===== config.mk =====
export PLATFORM = sky130hd
export DESIGN_NAME = pbm_port_top
export DESIGN_NICKNAME = d
export VERILOG_FILES = /design/src/pbm_pkg.sv /design/src/pbm_pin_mux.sv /design/src/pbm_change_det.sv /design/src/pbm_port_top.sv
export VERILOG_INCLUDE_DIRS = /design/src
export SDC_FILE = /design/constraint.sdc
export NUM_CORES = 1
export LEC_CHECK = 0
export ABC_CLOCK_PERIOD_IN_PS = 4180
export BUFFER_PORTS_ARGS = -buffer_cell sky130_fd_sc_hd__buf_2
export CAP_MARGIN = 10
export CORE_UTILIZATION = 52
export DETAILED_ROUTE_END_ITERATION = 6
export GPL_TIMING_DRIVEN = 0
export PLACE_DENSITY = 0.83
export SLEW_MARGIN = 10
export SYNTH_ARGS = -nofsm -noshare
export SYNTH_HDL_FRONTEND = slang
export SYNTH_SLANG_ARGS = --single-unit

===== constraint.sdc =====
create_clock -name clk_sys_i -period 4.18 [get_ports clk_sys_i]
set_input_delay 0.209 -clock clk_sys_i [delete_from_list [all_inputs] [get_ports clk_sys_i]]
set_output_delay 0.209 -clock clk_sys_i [all_outputs]
set_load 0.1 [all_outputs]

===== src/pbm_defines.svh =====
/*
 * constants of the port-b pin function block: register offsets,
 * field positions and reset values.
 * assumes: included by bare name from the mux, detect and top modules and the testbench.
 */
//
// Behaviour
// - direction 0 drives output latch, even with analog channel selected
// - direction 1 samples pin; pull-up on only while pullup_disable_n is clear
// - analog pins 8, 9 and 11 lose digital input and pull-up
// - bits 4 to 7 are change-detect inputs only while set as inputs
// - bit 2 input feeds edge-triggered external interrupt 2
// - capcmp_unit_2 on bit 3: compare/pwm out at dir 0, capture in at dir 1
// - bit 5 drives comparator1_result when enabled and direction is output
// - debug active: bit 6 debug clock in, bit 7 debug data out
// - one active-low bit 7 enables all pull-ups; disabled after reset
// - mismatches against the value at the last pin register read or write are ORed into port_change_flag
// - pull-up switches off while the pin is an output
// - debug active disables all other functions of bits 6 and 7
`ifndef PBM_DEFINES_SVH
`define PBM_DEFINES_SVH

// ************************************************
// register offsets
// ************************************************
`define PBM_OFS_LATCH 8'h00
`define PBM_OFS_DIR 8'h04
`define PBM_OFS_PIN 8'h08
`define PBM_OFS_CTRL 8'h0C
`define PBM_OFS_ANALOG 8'h10
`define PBM_OFS_IRQ_STAT 8'h14
`define PBM_OFS_IRQ_CLR 8'h18
`define PBM_OFS_IRQ_EN 8'h1C

// ************************************************
// field positions
// ************************************************
`define PBM_CTRL_CAPCMP_UNIT_2_ALT 0
`define PBM_CTRL_CMP1_OE 1
`define PBM_CTRL_EXT2_RISE 2
`define PBM_CTRL_PU_DIS_N 7
`define PBM_IRQ_CHANGE 0
`define PBM_IRQ_EXT2 1

// ************************************************
// reset values
// ************************************************
`define PBM_LATCH_RST 8'h00
`define PBM_DIR_RST 8'hFF
`define PBM_CTRL_RST 8'h84
`define PBM_ANALOG_RST 3'h7
`define PBM_IRQ_RST 2'h0

`endif


===== src/pbm_pkg.sv =====
/*
 * types shared by the port-b pin function block.
 * assumes: nothing.
 */
`default_nettype none
package pbm_pkg;
    typedef logic [7:0] pbm_byte_type;
    typedef logic [1:0] pbm_irq_type;
    typedef enum logic [0:0] {
        PBM_BUS_SETUP = 1'b0,
        PBM_BUS_ACCESS = 1'b1
    } pbm_bus_phase_type;
endpackage
`default_nettype wire


===== src/pbm_pin_mux.sv =====
/*
 * per-pin function selection: drive, enable, pull-up and gated input.
 * assumes: purely combinational; the caller registers the results.
 */
`timescale 1ns/1ns
`default_nettype none
`include "pbm_defines.svh"
module pbm_pin_mux (
    input wire pbm_pkg::pbm_byte_type pad_i,
    input wire pbm_pkg::pbm_byte_type direction_bits_i,
    input wire pbm_pkg::pbm_byte_type output_latch_i,
    input wire logic pullup_disable_n_i,
    input wire logic [2:0] analog_sel_i,
    input wire logic capcmp_unit_2_alt_i,
    input wire logic capcmp_unit_2_out_i,
    input wire logic cmp1_oe_i,
    input wire logic comparator1_result_i,
    input wire logic debug_active_i,
    input wire logic debug_data_out_i,
    output pbm_pkg::pbm_byte_type out_o,
    output pbm_pkg::pbm_byte_type oe_o,
    output pbm_pkg::pbm_byte_type pullup_o,
    output pbm_pkg::pbm_byte_type dig_in_o
);
    // ************************************************
    // analog map: bit2 ch8, bit3 ch9, bit4 ch11
    // ************************************************
    pbm_pkg::pbm_byte_type ana;
    pbm_pkg::pbm_byte_type dbg;
    assign ana = {3'h0, analog_sel_i[2], analog_sel_i[1], analog_sel_i[0], 2'h0};
    assign dbg = {debug_active_i, debug_active_i, 6'h00};

    always_comb begin
        out_o = output_latch_i;
        oe_o = ~direction_bits_i;
        if (capcmp_unit_2_alt_i && !direction_bits_i[3]) begin
            out_o[3] = capcmp_unit_2_out_i;
        end
        if (cmp1_oe_i && !direction_bits_i[5]) begin
            out_o[5] = comparator1_result_i;
        end
        if (debug_active_i) begin
            oe_o[6] = 1'b0;
            oe_o[7] = 1'b1;
            out_o[6] = 1'b0;
            out_o[7] = debug_data_out_i;
        end
        // pull-up: input only, common enable, not analog, not debug
        pullup_o = direction_bits_i & {8{~pullup_disable_n_i}} & ~ana & ~dbg;
        dig_in_o = pad_i & ~ana & ~dbg;
    end
endmodule
`default_nettype wire


===== src/pbm_change_det.sv =====
/*
 * change detect on bits 4..7 and edge detect on bit 2.
 * assumes: pin values already gated by analog and debug selection.
 */
`timescale 1ns/1ns
`default_nettype none
`include "pbm_defines.svh"
module pbm_change_det (
    input wire logic clk_sys_i,
    input wire logic reset_i,
    input wire pbm_pkg::pbm_byte_type dig_in_i,
    input wire pbm_pkg::pbm_byte_type direction_bits_i,
    input wire logic snapshot_i,
    input wire logic rise_sel_i,
    output logic mismatch_o,
    output logic ext2_edge_o
);
    logic [3:0] last_q;
    logic [3:0] last_d;
    logic ext2_q;
    logic ext2_d;

    // ************************************************
    // next state
    // ************************************************
    always_comb begin
        last_d = snapshot_i ? dig_in_i[7:4] : last_q;
        ext2_d = dig_in_i[2] & direction_bits_i[2];
    end

    always_ff @(posedge clk_sys_i or posedge reset_i) begin
        if (reset_i) begin
            last_q <= 4'h0;
            ext2_q <= 1'b0;
        end else begin
            last_q <= last_d;
            ext2_q <= ext2_d;
        end
    end

    // only input pins take part in the comparison
    assign mismatch_o = |((dig_in_i[7:4] ^ last_q) & direction_bits_i[7:4]);
    // edge on an input bit 2 pin
    assign ext2_edge_o = rise_sel_i ? (ext2_d & ~ext2_q) : (~ext2_d & ext2_q);
endmodule
`default_nettype wire


===== src/pbm_port_top.sv =====
/*
 * port-b upper pin function block: apb registers, pin mux,
 * change and edge interrupts, registered pad drive.
 * assumes: pad inputs and peripheral inputs synchronous to clk_sys_i;
 * pad wire resolved outside from pad_out_o and pad_oe_o.
 */
// The implementer's own choices: the register addresses and the APB register port.
`timescale 1ns/1ns
`default_nettype none
`include "pbm_defines.svh"
module pbm_port_top (
    input wire logic clk_sys_i,
    input wire logic reset_i,
    input wire logic psel_i,
    input wire logic penable_i,
    input wire logic pwrite_i,
    input wire logic [7:0] paddr_i,
    input wire logic [31:0] pwdata_i,
    output logic [31:0] prdata_o,
    output logic pready_o,
    output logic pslverr_o,
    input wire pbm_pkg::pbm_byte_type pad_i,
    output pbm_pkg::pbm_byte_type pad_out_o,
    output pbm_pkg::pbm_byte_type pad_oe_o,
    output pbm_pkg::pbm_byte_type pullup_en_o,
    input wire logic capcmp_unit_2_out_i,
    input wire logic comparator1_result_i,
    input wire logic debug_active_i,
    input wire logic debug_data_out_i,
    output logic capcmp_unit_2_capture_o,
    output logic timer0_ext_clock_o,
    output logic ext_irq_in2_o,
    output logic debug_clock_pin_o,
    output logic port_change_flag_o,
    output logic irq_o
);
    // ************************************************
    // registers
    // ************************************************
    pbm_pkg::pbm_byte_type output_latch_q;
    pbm_pkg::pbm_byte_type output_latch_d;
    pbm_pkg::pbm_byte_type direction_bits_q;
    pbm_pkg::pbm_byte_type direction_bits_d;
    pbm_pkg::pbm_byte_type ctrl_q;
    pbm_pkg::pbm_byte_type ctrl_d;
    logic [2:0] analog_q;
    logic [2:0] analog_d;
    pbm_pkg::pbm_irq_type stat_q;
    pbm_pkg::pbm_irq_type stat_d;
    pbm_pkg::pbm_irq_type en_q;
    pbm_pkg::pbm_irq_type en_d;
    logic [31:0] rdata_q;
    logic [31:0] rdata_d;
    logic err_q;
    logic err_d;

    pbm_pkg::pbm_bus_phase_type phase;
    logic wr_en;
    logic rd_en;
    logic snapshot;
    logic mismatch;
    logic ext2_edge;
    pbm_pkg::pbm_byte_type mux_out;
    pbm_pkg::pbm_byte_type mux_oe;
    pbm_pkg::pbm_byte_type mux_pu;
    pbm_pkg::pbm_byte_type dig_in;

    // ************************************************
    // address decode
    // ************************************************
    function automatic logic addr_known(input logic [7:0] a);
        if (a == `PBM_OFS_LATCH) begin
            return 1'b1;
        end else if (a == `PBM_OFS_DIR) begin
            return 1'b1;
        end else if (a == `PBM_OFS_PIN) begin
            return 1'b1;
        end else if (a == `PBM_OFS_CTRL) begin
            return 1'b1;
        end else if (a == `PBM_OFS_ANALOG) begin
            return 1'b1;
        end else if (a == `PBM_OFS_IRQ_STAT) begin
            return 1'b1;
        end else if (a == `PBM_OFS_IRQ_CLR) begin
            return 1'b1;
        end else if (a == `PBM_OFS_IRQ_EN) begin
            return 1'b1;
        end else begin
            return 1'b0;
        end
    endfunction

    // ************************************************
    // apb handshake
    // ************************************************
    assign phase = penable_i ? pbm_pkg::PBM_BUS_ACCESS : pbm_pkg::PBM_BUS_SETUP;
    assign pready_o = psel_i && (phase == pbm_pkg::PBM_BUS_ACCESS);
    assign pslverr_o = pready_o && err_q;
    assign prdata_o = rdata_q;
    assign wr_en = pready_o && pwrite_i && !err_q;
    assign rd_en = pready_o && !pwrite_i && !err_q;
    // any read or write of the pin register refreshes the compare value
    assign snapshot = (wr_en || rd_en) && (paddr_i == `PBM_OFS_PIN);

    // ************************************************
    // pin mux feeding the event detect
    // ************************************************
    pbm_pin_mux u_mux (
        .pad_i(pad_i),
        .direction_bits_i(direction_bits_q),
        .output_latch_i(output_latch_q),
        .pullup_disable_n_i(ctrl_q[`PBM_CTRL_PU_DIS_N]),
        .analog_sel_i(analog_q),
        .capcmp_unit_2_alt_i(ctrl_q[`PBM_CTRL_CAPCMP_UNIT_2_ALT]),
        .capcmp_unit_2_out_i(capcmp_unit_2_out_i),
        .cmp1_oe_i(ctrl_q[`PBM_CTRL_CMP1_OE]),
        .comparator1_result_i(comparator1_result_i),
        .debug_active_i(debug_active_i),
        .debug_data_out_i(debug_data_out_i),
        .out_o(mux_out),
        .oe_o(mux_oe),
        .pullup_o(mux_pu),
        .dig_in_o(dig_in)
    );

    // ************************************************
    // event detect
    // ************************************************
    pbm_change_det u_det (
        .clk_sys_i(clk_sys_i),
        .reset_i(reset_i),
        .dig_in_i(dig_in),
        .direction_bits_i(direction_bits_q),
        .snapshot_i(snapshot),
        .rise_sel_i(ctrl_q[`PBM_CTRL_EXT2_RISE]),
        .mismatch_o(mismatch),
        .ext2_edge_o(ext2_edge)
    );

    // ************************************************
    // configuration next values
    // ************************************************
    always_comb begin
        output_latch_d = output_latch_q;
        direction_bits_d = direction_bits_q;
        ctrl_d = ctrl_q;
        analog_d = analog_q;
        if (wr_en) begin
            if (paddr_i == `PBM_OFS_LATCH || paddr_i == `PBM_OFS_PIN) begin
                output_latch_d = pwdata_i[7:0];
            end else if (paddr_i == `PBM_OFS_DIR) begin
                direction_bits_d = pwdata_i[7:0];
            end else if (paddr_i == `PBM_OFS_CTRL) begin
                ctrl_d = pwdata_i[7:0] & 8'h87;
            end else if (paddr_i == `PBM_OFS_ANALOG) begin
                analog_d = pwdata_i[2:0];
            end
        end
    end

    // ************************************************
    // interrupt status and enable next values
    // ************************************************
    always_comb begin
        en_d = en_q;
        stat_d = stat_q;
        if (wr_en) begin
            if (paddr_i == `PBM_OFS_IRQ_CLR) begin
                stat_d = stat_q & ~pwdata_i[1:0];
            end else if (paddr_i == `PBM_OFS_IRQ_EN) begin
                en_d = pwdata_i[1:0];
            end
        end
        // set wins over clear; change flag held while mismatch lasts
        if (mismatch) begin
            stat_d[`PBM_IRQ_CHANGE] = 1'b1;
        end
        if (ext2_edge) begin
            stat_d[`PBM_IRQ_EXT2] = 1'b1;
        end
    end

    // ************************************************
    // read data, latched in the setup cycle
    // ************************************************
    always_comb begin
        rdata_d = 32'h0000_0000;
        err_d = 1'b0;
        if (psel_i && phase == pbm_pkg::PBM_BUS_SETUP) begin
            err_d = !addr_known(paddr_i);
            if (paddr_i == `PBM_OFS_LATCH) begin
                rdata_d[7:0] = output_latch_q;
            end else if (paddr_i == `PBM_OFS_DIR) begin
                rdata_d[7:0] = direction_bits_q;
            end else if (paddr_i == `PBM_OFS_PIN) begin
                rdata_d[7:0] = dig_in;
            end else if (paddr_i == `PBM_OFS_CTRL) begin
                rdata_d[7:0] = ctrl_q;
            end else if (paddr_i == `PBM_OFS_ANALOG) begin
                rdata_d[2:0] = analog_q;
            end else if (paddr_i == `PBM_OFS_IRQ_STAT) begin
                rdata_d[1:0] = stat_q;
            end else if (paddr_i == `PBM_OFS_IRQ_EN) begin
                rdata_d[1:0] = en_q;
            end
        end else if (psel_i) begin
            rdata_d = rdata_q;
            err_d = err_q;
        end
    end

    // ************************************************
    // configuration storage
    // ************************************************
    always_ff @(posedge clk_sys_i or posedge reset_i) begin
        if (reset_i) begin
            output_latch_q <= `PBM_LATCH_RST;
            direction_bits_q <= `PBM_DIR_RST;
            ctrl_q <= `PBM_CTRL_RST;
            analog_q <= `PBM_ANALOG_RST;
        end else begin
            output_latch_q <= output_latch_d;
            direction_bits_q <= direction_bits_d;
            ctrl_q <= ctrl_d;
            analog_q <= analog_d;
        end
    end

    // ************************************************
    // interrupt storage
    // ************************************************
    always_ff @(posedge clk_sys_i or posedge reset_i) begin
        if (reset_i) begin
            stat_q <= `PBM_IRQ_RST;
            en_q <= `PBM_IRQ_RST;
        end else begin
            stat_q <= stat_d;
            en_q <= en_d;
        end
    end

    // ************************************************
    // read data storage
    // ************************************************
    always_ff @(posedge clk_sys_i or posedge reset_i) begin
        if (reset_i) begin
            rdata_q <= 32'h0000_0000;
            err_q <= 1'b0;
        end else begin
            rdata_q <= rdata_d;
            err_q <= err_d;
        end
    end

    // ************************************************
    // pad and peripheral outputs
    // ************************************************
    pbm_pkg::pbm_byte_type pad_out_d;
    pbm_pkg::pbm_byte_type pad_oe_d;
    pbm_pkg::pbm_byte_type pu_d;
    logic [3:0] periph_d;
    logic [3:0] periph_q;
    pbm_pkg::pbm_byte_type pad_out_q;
    pbm_pkg::pbm_byte_type pad_oe_q;
    pbm_pkg::pbm_byte_type pu_q;

    always_comb begin
        pad_out_d = mux_out;
        pad_oe_d = mux_oe;
        pu_d = mux_pu;
        // capture input only on alternate mapping with bit 3 an input
        periph_d[0] = ctrl_q[`PBM_CTRL_CAPCMP_UNIT_2_ALT] & direction_bits_q[3] & dig_in[3];
        periph_d[1] = direction_bits_q[5] & dig_in[5];
        periph_d[2] = direction_bits_q[2] & dig_in[2];
        periph_d[3] = debug_active_i & pad_i[6];
    end

    always_ff @(posedge clk_sys_i or posedge reset_i) begin
        if (reset_i) begin
            pad_out_q <= 8'h00;
            pad_oe_q <= 8'h00;
            pu_q <= 8'h00;
            periph_q <= 4'h0;
        end else begin
            pad_out_q <= pad_out_d;
            pad_oe_q <= pad_oe_d;
            pu_q <= pu_d;
            periph_q <= periph_d;
        end
    end

    assign pad_out_o = pad_out_q;
    assign pad_oe_o = pad_oe_q;
    assign pullup_en_o = pu_q;
    assign capcmp_unit_2_capture_o = periph_q[0];
    assign timer0_ext_clock_o = periph_q[1];
    assign ext_irq_in2_o = periph_q[2];
    assign debug_clock_pin_o = periph_q[3];

    // ************************************************
    // interrupt outputs
    // ************************************************
    assign port_change_flag_o = stat_q[`PBM_IRQ_CHANGE];
    assign irq_o = |(stat_q & en_q);
endmodule
`default_nettype wire


# ---- Word level (Yosys, flattened, before mapping)
# Cells that the tools add are included.
dict set report word_totals {
  regBits 93
  inputBits 57
  out_inout_bits 64
  word_cells 115
}
dict set report classes {
  n_eq_ne 8
  mux 33
  n_bitwise 28
  n_reduce_logical 31
}
# operator n
set op_table {}
lappend op_table {{$and 8x8->8} 5}
lappend op_table {{$eq 8x5->1 const B} 4}
lappend op_table {{$mux 32} 1}
lappend op_table {{$mux 8} 4}
lappend op_table {{$mux 24} 1}
lappend op_table {{$mux 1} 18}
lappend op_table {{$eq 8x4->1 const B} 2}
lappend op_table {{$not 8->8} 2}
lappend op_table {{$mux 2} 7}
lappend op_table {{$logic_and 1x1->1} 10}
lappend op_table {{$eq 8x3->1 const B} 1}
lappend op_table {{$logic_not 8->1} 1}
lappend op_table {{$not 1->1} 8}
lappend op_table {{$not 5->8} 1}
lappend op_table {{$reduce_bool 2->1} 4}
lappend op_table {{$and 1x1->1} 7}
lappend op_table {{$reduce_and 2->1} 3}
lappend op_table {{$reduce_and 3->1} 2}
lappend op_table {{$logic_not 1->1} 5}
lappend op_table {{$mux 5} 1}
lappend op_table {{$reduce_and 5->1} 1}
lappend op_table {{$and 2x2->2} 2}
lappend op_table {{$and 4x4->4} 1}
lappend op_table {{$reduce_and 4->1} 1}
lappend op_table {{7 further kinds} 8}

# ---- Depth between registers and ports, before layout
dict set report logic_depth {
  ltp_word 12
  depth_mapped 6
  depth_no_buf 5
}

# ---- Modules after synthesis
# From an unflattened synthesis, not the netlist that was laid out.
dict set report hier_totals {
  cells_unflattened 281
  area_unflattened_um2 3295.7
}
# mod instances cells_per_inst area_each_um2 seq_area_each_um2
set modules_own_cells {}
lappend modules_own_cells {pbm_port_top 1 225 2803.9 1617.8}
lappend modules_own_cells {pbm_change_det 1 21 250.2 125.1}
lappend modules_own_cells {pbm_pin_mux 1 35 241.5 0.0}

# ---- Worst setup path before layout
# OpenSTA, ideal clock, no wires.
dict set report synth_path {
  path_kind {flip-flop to output port}
  startpoint {reg stat_q[0]}
  endpoint {out irq_o}
  arrival_time_ns 1.803
  t_required_ns 3.971
  path_slack_ns 2.168
  stages_incl_launch_ff 2
  n_path_buf 0
  cell_sequence {dfrtp_1 > a22o_1}
}
dict set report synth_via {
  elab_chain_cells 2
}
# item line
set synth_lines {}
lappend synth_lines {{from (decl)} pbm_port_top.sv:48} ;# pbm_pkg::pbm_irq_type stat_q;
lappend synth_lines {{from (signal assigned)} pbm_port_top.sv:234} ;# stat_q <= `PBM_IRQ_RST;
lappend synth_lines {{from (signal assigned)} pbm_port_top.sv:237} ;# stat_q <= stat_d;
lappend synth_lines {{$and 2x2->2} pbm_port_top.sv:304} ;# assign irq_o = |(stat_q & en_q);
lappend synth_lines {{$reduce_or 2->1} pbm_port_top.sv:304}
lappend synth_lines {{to (decl)} pbm_port_top.sv:35} ;# output logic irq_o
# Every way passes these cells.

# ---- Final worst setup path
dict set report layout_path {
  startpoint {reg err_q}
  endpoint {reg ctrl_q[0]}
}
dict set report layout_via {
  elab_chain_cells 3
}
# item line
set layout_lines {}
lappend layout_lines {{from (decl)} pbm_port_top.sv:54} ;# logic err_q;
lappend layout_lines {{from (signal assigned)} pbm_port_top.sv:251} ;# err_q <= err_d;
lappend layout_lines {{$logic_not 1->1} pbm_port_top.sv:100} ;# assign wr_en = pready_o && pwrite_i && !err_q;
lappend layout_lines {{$logic_and 1x1->1} pbm_port_top.sv:100}
lappend layout_lines {{$reduce_and 4->1 (no source line)} n/a}
lappend layout_lines {{to (signal assigned)} pbm_port_top.sv:219} ;# ctrl_q <= `PBM_CTRL_RST;
lappend layout_lines {{to (signal assigned)} pbm_port_top.sv:224} ;# ctrl_q <= ctrl_d;
lappend layout_lines {{to (decl)} pbm_port_top.sv:44} ;# pbm_pkg::pbm_byte_type ctrl_q;
# Every way passes these cells.
# A chain may end at the register's enable or synchronous reset.

==> results.md <==
- The flow ran to the end, and the final reports show no timing, DRC or antenna violations.
- In this run the post-CTS setup repair buffer count came out at 0.
- The clock network is responsible for 32.2% of the overall power.
- The number of nets in the layout is between 400 and 500.
- The first routing iteration left 215 violations.
- Clock latency on the worst-skew pair, taken at its later pin, is 340 ps.
- After detailed routing, the total wire length is ~7000 microns.
- Of the post-synthesis cell area, the part taken by muxes is a little over an eighth.
- Along the worst path, the maximum fanout reaches 5.
- The total count of max-transition violations in the final report was 0.
- The analysis attributes to net switching a power of 0.000475 W.
- Power spread over the standard cell area amounts to around 380 mW/mm^2.
- The floorplan step defined a core boundary enclosing between 0.005 and 0.006 sq mm.
- The count of endpoints failing hold in the final timing report is 0.
- During synthesis, Yosys emitted a total of 0 warnings.
- The leakage power total is about 1.9 nW.
- Setup repair after global routing left no endpoint under its margin.
- The post-synthesis share of cell area spent on full adders, half adders and majority gates is 0%.
- For this configuration, the core starts out at a cell density of 55.3%.
- The first-pass iteration count of the detailed router is 4.
- The internal power is around 0.00096 W.
- Measured along the y axis, the die boundary spans 79.7 microns.
- Synthesis handed over a netlist of about 270 instances.
- Setup slack on the worst reg-to-reg path comes out at between 2000 and 2500 ps.
- After routing, the total negative slack on setup checks comes to 0 ps.
- The routed via count divided by cell count is roughly 5.3.
- The floorplan step defined a die boundary enclosing approximately 0.0063 sq mm.
- The share of the synthesized area in compound gates (AO/OA/AOI/OAI) is between 8 and 9%.
- The area share of xor/xnor cells in the synthesized design is 1.12%.
- The first global-routing pass estimated roughly 11000 microns of wire.
- Detailed placement ended at an HPWL of between 5000 and 6000 microns.
- The highest achievable clock rate is between 400 and 500 MHz.
- Of the total power, registers draw approximately 48%.
- The total of buffers placed on input and output ports is 69.
- The number of register bits inferred by synthesis is between 60 and 70.
- The design draws ~0.0014 W.
- The number of enable flip-flop cells after synthesis is 0.
- The data arrival time of the worst path is between 2000 and 2500 ps.
- Global routing used 24.6% of the available tracks across all layers.
- Net switching is roughly a third of the power.
- The startpoint identified for the worst register-to-register timing path is err_q.
- For this run, the leading register cell type out of synthesis is sky130_fd_sc_hd__dfrtp_1.
- The post-cts resize count is 0.
- Clock-pin slew was measured on the worst setup and hold paths at roughly 70 ps.
- The number of antenna violations at the first check in global routing came to 0.
- In the layout the commonest cells are sky130_fd_sc_hd__buf_2, sky130_fd_sc_hd__dfrtp_1, sky130_fd_sc_hd__mux2_2, sky130_fd_sc_hd__buf_4, sky130_fd_sc_hd__conb_1.
- The measured slew at the worst slew-check pin is between 700 and 800 ps.
- At the end of routability-driven placement, the weighted congestion stood at 0.882.
- Cells with a size suffix above 1 make up a little over two fifths of the layout.
- The non-filler instance count after layout is ~450.
- The synthesis-to-layout area growth is 21.9%.
- The repair_antennas step left the layout with diodes totalling 0.
- The peak supply drop is 177 uV.
- The worst path in the final design needs a cycle of 2120 ps, including I/O delays and setup.
- The count of boundary I/O pins is 121.
- The root buffer selected by CTS is sky130_fd_sc_hd__clkbuf_8.
- On the final layout, the worst clock skew is around 6.2 ps.
- The worst pin sits at a relative slew slack of 47.3%.
- The data required time at the worst endpoint is around 4400 ps.
- Summing the sequential cell areas from Yosys gives between 50% and 60% of the chip area.
- The count of vias placed by the detailed router is approximately 2.4k.
- The number of global-route vias before repair is 2341.
- The distinct cell type count after synthesis is 46.
- CTS built an H-tree with a depth of 3.
- The number of cells on the worst reg-to-reg path is 5.
- The setup-violating endpoint count in the final report is 0.
- For this design, the CTS-stage hold fixing added 0 buffers.
- The synthesized netlist devotes 13.9% of its cell area to simple gates.
- In this run the core area contains 27 standard-cell rows.
- The floorplan step set the die width to approximately 80 microns.
- In the synthesized netlist the async set-or-reset flop fraction comes to 100%.
- The CTS buffer count is 9.
- The number of clock sinks seen by CTS is 68.
- The cell count after placement is approximately 440.
- The netlist area before placement is roughly 0.0031 sq mm.
- The fraction of power consumed by combinational cells is approximately 20%.
- The maximum number of pins on one net before global-route repair is between 60 and 70.
- Summed over all layers, the global routing overflow is 0.
- The average cell area after synthesis is about 11 sq um.
- In this run the worst setup path begins at err_q.
- The endpoint identified for the worst register-to-register timing path is ctrl_q[0].
- The end of the critical path is ctrl_q[0].
- The max-capacitance violation count is 0.
- The worst path uses ~50% of the clock period.
- The most frequent standard cell in the layout excluding fill and tap cells is sky130_fd_sc_hd__buf_2.
- The critical path start-end classification is flop to flop.
- The sort of element at the end of the critical path is a flop.
- The path class of the tightest hold or removal check is input pin to asynchronous set/reset pin.
- The CTS tree is yes.
- The main combinational cell family by area after synthesis is simple AND/OR/NAND/NOR gates.
- STA classifies the critical path startpoint as a flop.
- For this run, design rule violations remaining after detail routing come to 0.
- The buffer levels on the longest clock path is 2.
- The detail-routed net length per standard cell is ~15 microns.
- The residual antenna-violating net count after detailed routing is 0.
==> area by class of cell <==
class,instances,area (sq um)
Clock buffer,14,153
Clock inverter,2,10.0
Tap cell,72,90.1
Buffer,33,223
Timing Repair Buffer,69,345
Multi-Input combinational cell,180,1230
Fill cell,463,1850
Sequential cell,68,1720
Inverter,15,58.8
==> flip-flops by register name, indices dropped and copies added (netlist names) <==
signal and flops:
pad_oe_o 8, output_latch_q 8, prdata_o 8, err_q 1, periph_q 4, en_q 2
direction_bits_q 8, pad_out_o 8, pullup_en_o 8, stat_q 2, u_det.last_q 4, ctrl_q 4
analog_q 3
==> stage by stage <==
stage	hold WS (ps)	utilization [%]	setup WS (ps)	cell area (sq um)
finish	32.3	67.4	2060	3820
global route	95.2	67.4	1890	3820
CTS	61.1	67.4	2120	3820
detailed placement	395	64.5	2100	3660
global placement	384	64.5	1620	3660
floorplan	343	-	2170	3220
==> cell usage after synthesis (2+ instances only) <==
cell type	number	area [sq um]
sky130_fd_sc_hd__a31oi_1	3	18.8
sky130_fd_sc_hd__inv_1	15	56.3
sky130_fd_sc_hd__clkbuf_1	6	22.5
sky130_fd_sc_hd__nor2_1	14	52.6
sky130_fd_sc_hd__a21oi_1	4	20.0
sky130_fd_sc_hd__xor2_1	3	26.3
sky130_fd_sc_hd__nor4_1	2	12.5
sky130_fd_sc_hd__dfrtp_1	55	1380
sky130_fd_sc_hd__nand3_1	8	40.0
sky130_fd_sc_hd__buf_4	24	180
sky130_fd_sc_hd__dfstp_2	13	342
sky130_fd_sc_hd__mux2_2	31	349
sky130_fd_sc_hd__nor4_4	2	42.5
sky130_fd_sc_hd__nand2_1	17	63.8
sky130_fd_sc_hd__o211ai_1	3	22.5
sky130_fd_sc_hd__nand2b_1	2	12.5
sky130_fd_sc_hd__o22ai_1	2	12.5
sky130_fd_sc_hd__nor2b_1	9	56.3
sky130_fd_sc_hd__and3_1	2	12.5
sky130_fd_sc_hd__a31o_2	2	17.5
sky130_fd_sc_hd__and2_1	4	25.0
sky130_fd_sc_hd__a21boi_0	3	22.5
sky130_fd_sc_hd__nand4_1	4	25.0
sky130_fd_sc_hd__a22oi_1	3	22.5
sky130_fd_sc_hd__nor3_1	6	30.0
sky130_fd_sc_hd__mux2i_1	6	60.1
sky130_fd_sc_hd__nor3b_1	2	15.0
sky130_fd_sc_hd__o21ai_0	10	50.1
==> per-layer routing <==
| layer | routed length, microns | up-vias | track usage, % | part of all wire (%) |
|---|---|---|---|---|
| li1 | - | 1106 | - | - |
| met1 | 2900 | 1147 | 32.2 | 42 |
| met2 | 3350 | 113 | 38.2 | 48 |
| met3 | 526 | 16 | 5.37 | 7.6 |
| met4 | 187 | 0 | 12.9 | 2.7 |
| met5 | 0 | - | 0 | 0 |
==> how the worst min path moves through the flow <==
stage / start / endpoint / slack (ps) / depth (start not counted)
final: reset_i / pullup_en_o[1] / 30 / 2
after global routing: reset_i / pullup_en_o[1] / 100 / 2
after CTS: reset_i / pad_oe_o[5] / 60 / 2
after detailed placement: output_latch_q[0] / pad_out_o[0] / 390 / 0
after global placement: output_latch_q[4] / pad_out_o[4] / 380 / 0
after floorplan: pad_i[5] / periph_q[1] / 340 / 1
==> worst max-delay path, cell delays in order, from the launching register on <==
cell                       delay [ps]
sky130_fd_sc_hd__dfrtp_1          450
sky130_fd_sc_hd__nand4b_1         300
sky130_fd_sc_hd__nor3_2           310
sky130_fd_sc_hd__nand2_1           90
sky130_fd_sc_hd__nor2_1           450
sky130_fd_sc_hd__mux2_2           410
==> logic make-up after synthesis <==
logic type | count (synthesis)
other | 1
and+or+nand+nor | 77
muxes | 37
AOI/OAI and AO/OA | 38
DFF | 68
xor gates and xnor gates | 4
buffers and inverters | 48
==> power groups by stage <==
stage	combinational, W	clock, W	sequential [W]
finish	0.000289	0.000462	0.000685
global route	0.000304	0.000502	0.000687
CTS	0.000289	0.000466	0.000685
detailed placement	0.000289	0	0.000697
global placement	0.000286	0	0.000697
floorplan	0.000175	0	0.000760
Note: power is estimated with default switching activity, not from simulation.
